### src/verilog/external_memory_port_params.svh
/*
  Constants for the external memory bus port: address bounds,
  wait-state codes, cycle counts and the bus reset value.
  Assumes inclusion by bare name from the sector decode and the top module.
*/
`ifndef EXT_PORT_PARAMS_SVH
`define EXT_PORT_PARAMS_SVH

// ****************************************************************
// Address map
// ****************************************************************
`define EXT_BASE_ADDR 16'h2100
`define EXT_TOP_ADDR 16'hFFFF

// ****************************************************************
// Wait-state codes and counts
// ****************************************************************
`define WAIT_NONE 2'h0
`define WAIT_ONE 2'h1
`define WAIT_TWO 2'h2
`define WAIT_TWO_HOLD 2'h3
`define STROBE_BASE_CYCLES 4'h1
`define HOLD_EXTRA_CYCLES 4'h1

// ****************************************************************
// Reset values of the pin-side registers
// ****************************************************************
`define BUS_RESET_VALUE 8'h00

`endif

### src/verilog/external_memory_port_pkg.sv
/*
  Types shared by the external memory bus port.
  Assumes nothing beyond the constants header.
*/
package ext_port_pkg;

  // Access sequencer states, Gray coded along the usual path
  typedef enum logic [2:0] {
    ST_IDLE   = 3'b000,
    ST_LATCH  = 3'b001,
    ST_STROBE = 3'b011,
    ST_DONE   = 3'b010,
    ST_HOLD   = 3'b110
  } seq_state_t;

endpackage : ext_port_pkg

### src/verilog/external_memory_port.sv
/*
  External memory bus port: multiplexed low address/data bus, high
  address lines, latch strobe and active-low read and write strobes,
  with per-sector wait states, high-address masking and a bus keeper.
  Assumes a CPU-side request that holds address and data stable until
  done_out pulses, an external transparent-high octal latch on the
  low bus, and a pad that resolves level from value and enable.
*/
// Contract
// - When enabled, addresses above internal SRAM go out as external accesses.
// - One 8-line bus carries low address then data, plus latch, read, write.
// - High address byte on separate lines, with configurable line count.
// - Enabled port overrides general-purpose direction settings on its pins.
// - Port classes each access internal or external and drives pins if external.
// - Valid low address stands on the bus when latch strobe falls.
// - Latch strobe stays low throughout the data transfer phase.
// - Internal accesses may stir bus and latch, never read or write strobes.
// - Disabled port hands pins back to port values and directions.
// - Disabled port never aliases high addresses onto internal SRAM.
// - Four wait-state settings, one of them with no wait.
// - External space splits into sectors, each with its own wait setting.
// - With keeper on, released bus holds the last driven value.
// - Software switches the bus keeper on and off.
// - Port output bits at one switch on bus pull-ups.
// - Codes 00 none, 01 one, 10 two, 11 two plus one before next address.
// - Split zero makes the whole external range one upper sector.
// - Enable one activates alternate pin functions; zero disables the port.
// - Keeper acts whenever its bit is one, whether or not port is enabled.
`include "external_memory_port_params.svh"

module external_memory_port
  import ext_port_pkg::*;
(
  // Clock, reset and freeze
  input wire logic ref_clk_in,
  input wire logic sys_rst_in,
  input wire logic clk_en_in,
  // Configuration bits
  input wire logic external_port_on_in,
  input wire logic bus_keeper_on_in,
  input wire logic [2:0] sector_split_sel_in,
  input wire logic [1:0] wait_state_sel_hi_in,
  input wire logic [1:0] wait_state_sel_lo_in,
  input wire logic [2:0] high_mask_sel_in,
  // CPU data-space request
  input wire logic req_in,
  input wire logic req_write_in,
  input wire logic [15:0] req_addr_in,
  input wire logic [7:0] req_wdata_in,
  output logic done_out,
  output logic ext_hit_out,
  output logic [7:0] rdata_out,
  // General-purpose port settings for the shared pins
  input wire logic [7:0] low_port_value_in,
  input wire logic [7:0] low_port_dir_in,
  input wire logic [7:0] high_port_value_in,
  input wire logic [7:0] high_port_dir_in,
  input wire logic rd_port_value_in,
  input wire logic wr_port_value_in,
  input wire logic ale_port_value_in,
  input wire logic [2:0] ctl_port_dir_in,
  // Multiplexed low bus pads; enable low means driving
  input wire logic [7:0] muxed_low_bus_in,
  output logic [7:0] muxed_low_bus_out,
  output logic [7:0] muxed_low_bus_oe_n_out,
  output logic [7:0] muxed_low_bus_pullup_out,
  output logic [7:0] muxed_low_bus_keep_out,
  // High address and strobe pads
  output logic [7:0] high_address_lines_out,
  output logic [7:0] high_address_lines_oe_n_out,
  output logic ale_out,
  output logic rd_n_out,
  output logic wr_n_out,
  output logic [2:0] ctl_oe_n_out
);

  // ****************************************************************
  // Access decode
  // ****************************************************************
  logic [1:0] wait_code;
  logic is_ext;
  logic [7:0] high_used;

  sector_wait_sel u_sector (
    .addr_in(req_addr_in),
    .sector_split_sel_in(sector_split_sel_in),
    .wait_state_sel_hi_in(wait_state_sel_hi_in),
    .wait_state_sel_lo_in(wait_state_sel_lo_in),
    .wait_code_out(wait_code)
  );

  // External only when enabled; disabled high addresses reach nothing
  assign is_ext = external_port_on_in &&
                  (req_addr_in >= `EXT_BASE_ADDR);

  // Mask 0 keeps all eight high lines; n releases the top n (max 7)
  always_comb begin
    high_used = 8'hFF >> high_mask_sel_in;
    if (high_mask_sel_in == 3'h0) begin
      high_used = 8'hFF;
    end
  end

  // ****************************************************************
  // Access sequencer
  // ****************************************************************
  seq_state_t state_q;
  logic [3:0] cnt_q;
  logic [1:0] code_q;
  logic ext_q;
  logic write_q;
  logic [15:0] addr_q;
  logic [7:0] wdata_q;
  logic [3:0] strobe_len;

  // Strobe length: base plus 0, 1, 2 or 2 wait cycles
  always_comb begin
    unique case (code_q)
      `WAIT_NONE: strobe_len = `STROBE_BASE_CYCLES;
      `WAIT_ONE: strobe_len = `STROBE_BASE_CYCLES + 4'h1;
      `WAIT_TWO: strobe_len = `STROBE_BASE_CYCLES + 4'h2;
      `WAIT_TWO_HOLD: strobe_len = `STROBE_BASE_CYCLES + 4'h2;
    endcase
  end

  // Every access walks latch then strobe so internal ones stir the bus too
  always_ff @(posedge ref_clk_in) begin
    if (sys_rst_in) begin
      state_q <= ST_IDLE;
      cnt_q <= 4'h0;
      code_q <= `WAIT_NONE;
      ext_q <= 1'b0;
      write_q <= 1'b0;
      addr_q <= 16'h0000;
      wdata_q <= `BUS_RESET_VALUE;
    end else if (clk_en_in) begin
      unique case (state_q)
        ST_IDLE: begin
          if (req_in) begin
            state_q <= ST_LATCH;
            ext_q <= is_ext;
            write_q <= req_write_in;
            addr_q <= req_addr_in;
            wdata_q <= req_wdata_in;
            code_q <= is_ext ? wait_code : `WAIT_NONE;
          end
        end
        ST_LATCH: begin
          state_q <= ST_STROBE;
          cnt_q <= 4'h1;
        end
        ST_STROBE: begin
          if (cnt_q >= strobe_len) begin
            state_q <= ST_DONE;
          end else begin
            cnt_q <= cnt_q + 4'h1;
          end
        end
        ST_DONE: begin
          // Extra cycle before the next address on the slowest code
          state_q <= (code_q == `WAIT_TWO_HOLD) ? ST_HOLD : ST_IDLE;
          cnt_q <= 4'h0;
        end
        ST_HOLD: begin
          if (cnt_q >= `HOLD_EXTRA_CYCLES - 4'h1) begin
            state_q <= ST_IDLE;
          end else begin
            cnt_q <= cnt_q + 4'h1;
          end
        end
        default: state_q <= ST_IDLE;
      endcase
    end
  end

  // ****************************************************************
  // CPU answer
  // ****************************************************************
  // Read data caught at the edge that raises the read strobe: the pin is
  // registered, so the strobe is still low while the pad is sampled
  always_ff @(posedge ref_clk_in) begin
    if (sys_rst_in) begin
      done_out <= 1'b0;
      ext_hit_out <= 1'b0;
      rdata_out <= 8'h00;
    end else if (clk_en_in) begin
      done_out <= (state_q == ST_DONE);
      if (state_q == ST_DONE) begin
        ext_hit_out <= ext_q;
        if (ext_q && !write_q) begin
          rdata_out <= muxed_low_bus_in;
        end
      end
    end
  end

  // ****************************************************************
  // Pin drive
  // ****************************************************************
  logic in_strobe;
  logic bus_drive;

  assign in_strobe = (state_q == ST_STROBE);
  // Bus is driven in latch phase, and in strobe phase only for writes
  assign bus_drive = (state_q == ST_LATCH) ||
                     (in_strobe && write_q);

  // Registered pins; port settings return whenever the enable is low
  always_ff @(posedge ref_clk_in) begin
    if (sys_rst_in) begin
      muxed_low_bus_out <= `BUS_RESET_VALUE;
      muxed_low_bus_oe_n_out <= 8'hFF;
      high_address_lines_out <= 8'h00;
      high_address_lines_oe_n_out <= 8'hFF;
      ale_out <= 1'b0;
      rd_n_out <= 1'b1;
      wr_n_out <= 1'b1;
      ctl_oe_n_out <= 3'h7;
    end else if (clk_en_in) begin
      if (external_port_on_in) begin
        // Latch phase: address with strobe high; falls as strobe begins
        muxed_low_bus_out <= (state_q == ST_LATCH) ? addr_q[7:0] :
                             wdata_q;
        muxed_low_bus_oe_n_out <= bus_drive ? 8'h00 : 8'hFF;
        high_address_lines_out <= (addr_q[15:8] & high_used) |
                                  (high_port_value_in & ~high_used);
        high_address_lines_oe_n_out <= ~(high_used |
                                         high_port_dir_in);
        ale_out <= (state_q == ST_LATCH);
        rd_n_out <= ~(in_strobe && ext_q && !write_q);
        wr_n_out <= ~(in_strobe && ext_q && write_q);
        ctl_oe_n_out <= 3'h0;
      end else begin
        muxed_low_bus_out <= low_port_value_in;
        muxed_low_bus_oe_n_out <= ~low_port_dir_in;
        high_address_lines_out <= high_port_value_in;
        high_address_lines_oe_n_out <= ~high_port_dir_in;
        ale_out <= ale_port_value_in;
        rd_n_out <= rd_port_value_in;
        wr_n_out <= wr_port_value_in;
        ctl_oe_n_out <= ~ctl_port_dir_in;
      end
    end
  end

  // Keeper and pull-ups; keeper does not look at the port enable
  always_ff @(posedge ref_clk_in) begin
    if (sys_rst_in) begin
      muxed_low_bus_keep_out <= 8'h00;
      muxed_low_bus_pullup_out <= 8'h00;
    end else if (clk_en_in) begin
      // One register in the pad loop: a second stage would make a
      // released line swing between two old levels instead of holding
      muxed_low_bus_keep_out <= bus_keeper_on_in ?
                                muxed_low_bus_in : 8'h00;
      // Pull-up on lines set to one in software; while disabled, only on released ones
      muxed_low_bus_pullup_out <= low_port_value_in &
                                  ~(external_port_on_in ? 8'h00 :
                                    low_port_dir_in);
    end
  end

endmodule : external_memory_port

### src/verilog/sector_wait_sel.sv
/*
  Sector decode: picks the 2-bit wait-state code for an external address
  from the sector split field and both sector codes.
  Assumes the address has already been classed as external.
*/
`include "external_memory_port_params.svh"

module sector_wait_sel (
  input wire logic [15:0] addr_in,
  input wire logic [2:0] sector_split_sel_in,
  input wire logic [1:0] wait_state_sel_hi_in,
  input wire logic [1:0] wait_state_sel_lo_in,
  output logic [1:0] wait_code_out
);

  logic [15:0] upper_start;

  // Upper sector start for split codes 2..7; 0 and 1 mean one sector
  always_comb begin
    upper_start = {sector_split_sel_in, 13'h0000};
    if (sector_split_sel_in[2:1] == 2'h0) begin
      wait_code_out = wait_state_sel_hi_in;
    end else if (addr_in >= upper_start) begin
      wait_code_out = wait_state_sel_hi_in;
    end else begin
      wait_code_out = wait_state_sel_lo_in;
    end
  end

endmodule : sector_wait_sel

### config.mk
export PLATFORM = sky130hd
export DESIGN_NAME = external_memory_port
export DESIGN_NICKNAME = d
export VERILOG_FILES = /design/src/verilog/external_memory_port_pkg.sv /design/src/verilog/external_memory_port.sv /design/src/verilog/sector_wait_sel.sv
export VERILOG_INCLUDE_DIRS = /design/src /design/src/verilog
export SDC_FILE = /design/constraint.sdc
export NUM_CORES = 1
export LEC_CHECK = 0
export ABC_AREA = 0
export BUFFER_PORTS_ARGS = -buffer_cell sky130_fd_sc_hd__buf_2
export CAP_MARGIN = 15
export CORE_MARGIN = 4
export CORE_UTILIZATION = 45
export DETAILED_ROUTE_END_ITERATION = 12
export GPL_TIMING_DRIVEN = 0
export PLACE_DENSITY = 0.83
export SETUP_SLACK_MARGIN = 0.05
export SLEW_MARGIN = 20
export SYNTH_ARGS = -nofsm -noshare
export SYNTH_HDL_FRONTEND = slang
export SYNTH_HIERARCHICAL = 1
export SYNTH_SLANG_ARGS = --single-unit
### constraint.sdc
create_clock -name ref_clk_in -period 1.7 [get_ports ref_clk_in]
set_clock_uncertainty 0.1 [all_clocks]
set_input_delay 0.34 -clock ref_clk_in [delete_from_list [all_inputs] [get_ports ref_clk_in]]
set_output_delay 0.34 -clock ref_clk_in [all_outputs]
set_load 0.005 [all_outputs]
[Word level (Yosys, flattened, before mapping)]
Index checks and enable logic that the tools add are counted.
W data, S select, Z words.
Storage, ports and cells
  input bits: 87
  output and inout port bits: 64
  word-level logic and storage cells: 95
  flip-flop bits (word level): 99
Operators by class
  eq/ne operators: 12
  mux-type cells: 25
  magnitude comparators: 4
  $add $sub $neg: 1
  reductions and logical operators: 19
  bitwise gates (word level): 13
  shift operators: 1
Operator list (count)
  $mux W8: 9
  $not A8 Y8: 5
  $and A8 B8 Y8: 3
  $ge A16 B14 Y1 const B: 1
  $ge A16 B16 Y1: 1
  $or A8 B8 Y8: 2
  $pmux W4 S4: 1
  $mux W3: 5
  $pmux W3 S5: 1
  $pmux W4 S3: 1
  $mux W4: 2
  $ne A2 B2 Y1 const B: 4
  $reduce_and A4 Y1: 2
  $shr A8 B3 Y8 const A: 1
  $eq A3 B2 Y1 const B: 2
  $logic_and A1 B1 Y1: 6
  $logic_not A3 Y1: 2
  $mux W2: 3
  $reduce_and A3 Y1: 2
  $add A4 B1 Y4 const B: 1
  $eq A2 B2 Y1 const B: 2
  $ge A4 B1 Y1 const B: 1
  $ge A4 B4 Y1: 1
  $logic_not A2 Y1: 2
  other kinds (12): 15

[Depth between registers and ports, before layout]
  depth after elaboration: 6
  mapped depth: 7
  mapped depth without buffers: 7

[By module]
The synthesis kept the hierarchy.
By module, submodules not included
  external_memory_port: cells an instance 471, seq. area each 1981.9 sq um, times used 1, area an instance 4086.4 sq um
  sector_wait_sel: cells an instance 17, seq. area each 0.0 sq um, times used 1, area an instance 151.4 sq um

[Worst setup path after synthesis]
OpenSTA, ideal clock, no wires.
  path kind: flip-flop to flip-flop
  from: register code_q[1]
  to: register cnt_q[0]
  clock period less this slack: 1.901 ns
  buffers on the path: 0
  arrival: 1.715 ns
  setup slack: -0.201 ns
  cell stages (with the launch flop): 7
  required time: 1.514 ns
  library setup time: 0.086 ns
  cell sequence: dfxtp_1 > nand2b_1 > ha_1 > nand2b_4 > a2111o_1 > a21o_1 > a221oi_2
On the way
  word-level cells in the longest chain between the ends: 6
  elaborated cells between the ends (all ways): 9
  those cells by class: 1 x order compare; 4 x eq/ne; 1 x mux; 3 x reduce/logical
RTL lines
  start: declaration: line external_memory_port.sv:109  | logic [1:0] code_q;
  start signal: assignment: line external_memory_port.sv:131  | code_q <= `WAIT_NONE;
  start signal: assignment: line external_memory_port.sv:145  | code_q <= is_ext ? wait_code : `WAIT_NONE;
  $eq A2 B2 Y1: line external_memory_port.sv:118  | unique case (code_q)
  $reduce_or A2 Y1 (no line)
  $pmux W4 S3 (*): line external_memory_port.sv:118
  $ge A4 B4 Y1 (*): line external_memory_port.sv:153  | if (cnt_q >= strobe_len) begin
  $ne A2 B2 Y1 (no line) (*)
  $reduce_and A4 Y1 (no line) (*)
  end signal: assignment: line external_memory_port.sv:156  | cnt_q <= cnt_q + 4'h1;
  end signal: assignment: line external_memory_port.sv:168  | cnt_q <= cnt_q + 4'h1;
  end: declaration: line external_memory_port.sv:108  | logic [3:0] cnt_q;
Every way passes the cells marked *; elsewhere a longest branch is shown, timed or not. The select of a mux whose other input is x is not followed.
A chain may end at the register's enable or synchronous reset.

[Worst setup path after layout]
Ends and elaborated chain as after synthesis.

==> impl_metrics.sql <==
INSERT INTO impl_metrics (metric_group, metric, value, unit) VALUES
('outcome', 'run_status', 'complete, but fails checks', ''),
('outcome', 'failed_checks', 'negative setup slack', ''),
('critical_path', 'worstSetupEndpointType', 'flip-flop', ''),
('synthesis', 'synth_fa_ha_area_frac', '0.01771', ''),
('timing', 'setup_ws', '-0.1468', 'ns'),
('place', 'place.port_buffers', '147', ''),
('clock_tree', 'cts_num_sinks', '99', ''),
('timing', 'slew-limit-headroom', '0.5815', ''),
('pwr', 'power', '0.005152', 'W'),
('synthesis', 'post_synth_main_area_contributors', 'sky130_fd_sc_hd__dfxtp_1 47%, sky130_fd_sc_hd__nand2_1 8.1%, sky130_fd_sc_hd__a21oi_1 6.8%', ''),
('synthesis', 'synth_top_area_cell', 'sky130_fd_sc_hd__dfxtp_1', ''),
('global_route', 'grt_overflow_total', '0', ''),
('place', 'gp_congestion', '0.9066', ''),
('cells_and_area', 'area_growth', '30.56', '%'),
('critical_path', 'regToRegSetupSlack', '-0.15', 'ns'),
('place', 'dpl_worst_slack', '-0.3216', 'ns'),
('place', 'dpl-instance-area', '5197', 'um2'),
('cells_and_area', 'layout.nets', '743', ''),
('clock_tree', 'h_tree_lvls', '3', ''),
('synthesis', 'syn-mean-instance-area', '8.684', 'um2'),
('cells_and_area', 'post_route_cells_drive_above_1_share', '0.3344', ''),
('synthesis', 'synthMuxAreaShare', '0.04311', ''),
('die', 'row_count', '35', ''),
('synthesis', 'post-synth-top-area-fraction', '0.4677', ''),
('synthesis', 'ys.warnings.count', '6', ''),
('synthesis', 'synth.yosys.seq_area_share', '0.4677', ''),
('global_route', 'globalRouteTotalUtil', '0.2273', ''),
('critical_path', 'worst_path_max_delay_cell', 'sky130_fd_sc_hd__a2111o_1', ''),
('timing', 'fmaxAchievable', '0.5415', 'GHz'),
('timing', 'hold_slack', '0.05480', 'ns'),
('timing', 'timing_worst_slew_pin_value', '0.6277', 'ns'),
('route', 'drc', '0', ''),
('synthesis', 'postSynthRegisterBits', '99', ''),
('synthesis', 'share_of_the_synthesized_area_in_compound_gates_ao_oa_aoi_oai', '0.2208', ''),
('synthesis', 'dominant_combinational_cell_family_by_area_after_synthesis', 'compound AO/OA/AOI/OAI gates', ''),
('critical_path', 'worst-path-max-fanout', '4', ''),
('global_route', 'grt_pass1_wl', '20200', 'um'),
('worst_hold_path', 'hold_start', 'high_port_dir_in[6]', ''),
('critical_path', 'worstSetupEndpoint', 'cnt_q[0]$_SDFFE_PP0P_', ''),
('flow_run', 'timing.max_cap.violations', '0', ''),
('timing', 'setup-violations-final', '4', ''),
('synthesis', 'synth-edff-count', '0', ''),
('critical_path', 'required', '1.86', 'ns'),
('critical_path', 'worst-path-buf-inv', '0', ''),
('route', 'ant_nets', '0', ''),
('clock_tree', 'clk_pin_slew_worst_paths', '0.10', 'ns'),
('critical_path', 'ordered_list_of_cells_on_the_worst_path', 'nand2b_4 -> ha_4 -> nand2b_4 -> a2111o_1 -> a21o_1 -> a221oi_2', ''),
('cells_and_area', 'antennaDiodeCount', '0', ''),
('critical_path', 'timing.critical_path.from', 'code_q[1]$_SDFFE_PP0P_', ''),
('route', 'vias_per_cell', '5.563', ''),
('pwr', 'power.static_leakage', '2.453', 'nW'),
('die', 'start_util', '0.4608', ''),
('worst_hold_path', 'worst_min_path_class', 'in2reg', ''),
('clock_tree', 'clkLatencyLatePin', '0.35', 'ns'),
('synthesis', 'synth-xor-area-share', '0.002067', ''),
('synthesis', 'post_synth_num_cell_types', '60', ''),
('synthesis', 'netlist_area', '4238', 'um2'),
('critical_path', 'critical_path_cell_count', '6', ''),
('timing', 'grt_setup_unrepaired', 'true', ''),
('pwr', 'power_density', '931.2', 'nW/um2'),
('timing', 'finalHoldViolations', '0', ''),
('clock_tree', 'tritoncts.num_buffers', '9', ''),
('place', 'detailedPlacementHpwl', '10150', 'um'),
('critical_path', 'timing.reg2reg.worst_path_depth', '6', ''),
('synthesis', 'net_count_after_synthesis', '581', ''),
('synthesis', 'dominantRegCellSynth', 'sky130_fd_sc_hd__dfxtp_1', ''),
('die', 'design.die.area', '11030', 'um2'),
('synthesis', 'yosysMostFrequentCell', 'sky130_fd_sc_hd__dfxtp_1', ''),
('critical_path', 'cp.arrival', '2.01', 'ns'),
('timing', 'period_share', '1.086', ''),
('route', 'drt_first_pass_iters', '5', '');
==> flip-flops by register name, indices dropped and copies added (netlist names), 2 cells and up <==
signal / count
addr_q: 16
high_address_lines_oe_n_out: 8
high_address_lines_out: 8
muxed_low_bus_keep_out: 8
muxed_low_bus_oe_n_out: 8
muxed_low_bus_out: 8
muxed_low_bus_pullup_out: 8
rdata_out: 8
wdata_q: 8
cnt_q: 4
ctl_oe_n_out: 3
state_q: 3
code_q: 2
==> layout make-up <==
type                            count  area (um2)
Tap cell                          111       138.9
Buffer                             35       196.4
Fill cell                         795        3664
Clock inverter                      6       88.84
Inverter                           27       121.4
Multi-Input combinational cell    327        2086
Sequential cell                    99        1989
Timing Repair Buffer              151       774.5
Clock buffer                       10       137.6
==> power by group <==
group | switching [W] | internal, W | leakage (nW)
sequential | 0.0000824 | 0.00245 | 0.814
clock | 0.000799 | 0.000869 | 0.108
combinational | 0.000526 | 0.000422 | 1.53
==> routing by layer <==
layer	up-vias	wire length, um	GRT usage
li1	2035	-	-
met5	-	0	0
met3	29	1000	0.04447
met2	209	6150	0.3735
met1	1988	5550	0.2968
met4	0	302	0.08154
==> timing repair <==
item	4_1_cts	5_1_grt
resized for setup	5	10
hold buffers	0	0
endpoints found under the setup margin	13	33
setup buffers	2	2
pin swaps	4	4
==> cell families after synthesis <==
group,count (synthesis)
adder cells (fa/ha/maj),6
XOR/XNOR,1
flip-flops,99
AO/OA/AOI/OAI,137
AND/OR/NAND/NOR,165
multiplexers,18
buffers and inverters,62
==> worst min path at each step <==
stage	end	slack (ns)
after floorplan	addr_q[12]$_SDFFE_PP0P_	0.34
after global placement	wdata_q[2]$_SDFFE_PP0P_	0.35
after detailed placement	addr_q[5]$_SDFFE_PP0P_	0.35
after CTS	high_address_lines_oe_n_out[6]$_SDFFE_PP1P_	0.05
after global routing	high_address_lines_oe_n_out[6]$_SDFFE_PP1P_	0.05
final	high_address_lines_oe_n_out[6]$_SDFFE_PP1P_	0.05
==> per-stage QoR <==
step / instances / setup TNS (ns) / utilization
floorplan: 488 / -0.09099 / -
global placement: 746 / -1.241 / 0.5652
detailed placement: 746 / -2.063 / 0.5652
CTS: 764 / -0.4737 / 0.5948
global route: 766 / -0.7211 / 0.6016
finish: 766 / -0.4168 / 0.6016
==> cell usage in the layout, fill, tap and decap left out, types with 3 or more instances in the layout <==
cell / count
sky130_fd_sc_hd__o21ai_0: 5
sky130_fd_sc_hd__clkbuf_8: 11
sky130_fd_sc_hd__o221ai_1: 8
sky130_fd_sc_hd__clkbuf_1: 14
sky130_fd_sc_hd__buf_6: 5
sky130_fd_sc_hd__buf_2: 153
sky130_fd_sc_hd__a21oi_1: 58
sky130_fd_sc_hd__dfxtp_1: 95
sky130_fd_sc_hd__nor2_1: 37
sky130_fd_sc_hd__nand3_1: 9
sky130_fd_sc_hd__a31o_1: 8
sky130_fd_sc_hd__inv_2: 4
sky130_fd_sc_hd__inv_1: 19
sky130_fd_sc_hd__a311oi_1: 10
sky130_fd_sc_hd__nand2_1: 92
sky130_fd_sc_hd__buf_1: 4
sky130_fd_sc_hd__inv_4: 3
sky130_fd_sc_hd__o31ai_1: 5
sky130_fd_sc_hd__a211oi_1: 6
sky130_fd_sc_hd__a21o_1: 3
sky130_fd_sc_hd__mux2i_1: 16
sky130_fd_sc_hd__buf_4: 8
sky130_fd_sc_hd__ha_4: 4
sky130_fd_sc_hd__o211ai_1: 8
sky130_fd_sc_hd__nor4_1: 3
sky130_fd_sc_hd__o21ai_1: 5
sky130_fd_sc_hd__dfxtp_2: 3
==> worst register-to-register path, cell delays in order, from the launching register on <==
cell	delay (ns)
sky130_fd_sc_hd__dfxtp_4	0.36
sky130_fd_sc_hd__nand2b_4	0.14
sky130_fd_sc_hd__ha_4	0.20
sky130_fd_sc_hd__nand2b_4	0.13
sky130_fd_sc_hd__a2111o_1	0.40
sky130_fd_sc_hd__a21o_1	0.20
sky130_fd_sc_hd__a221oi_2	0.23
(Power assumes the default switching activity.)
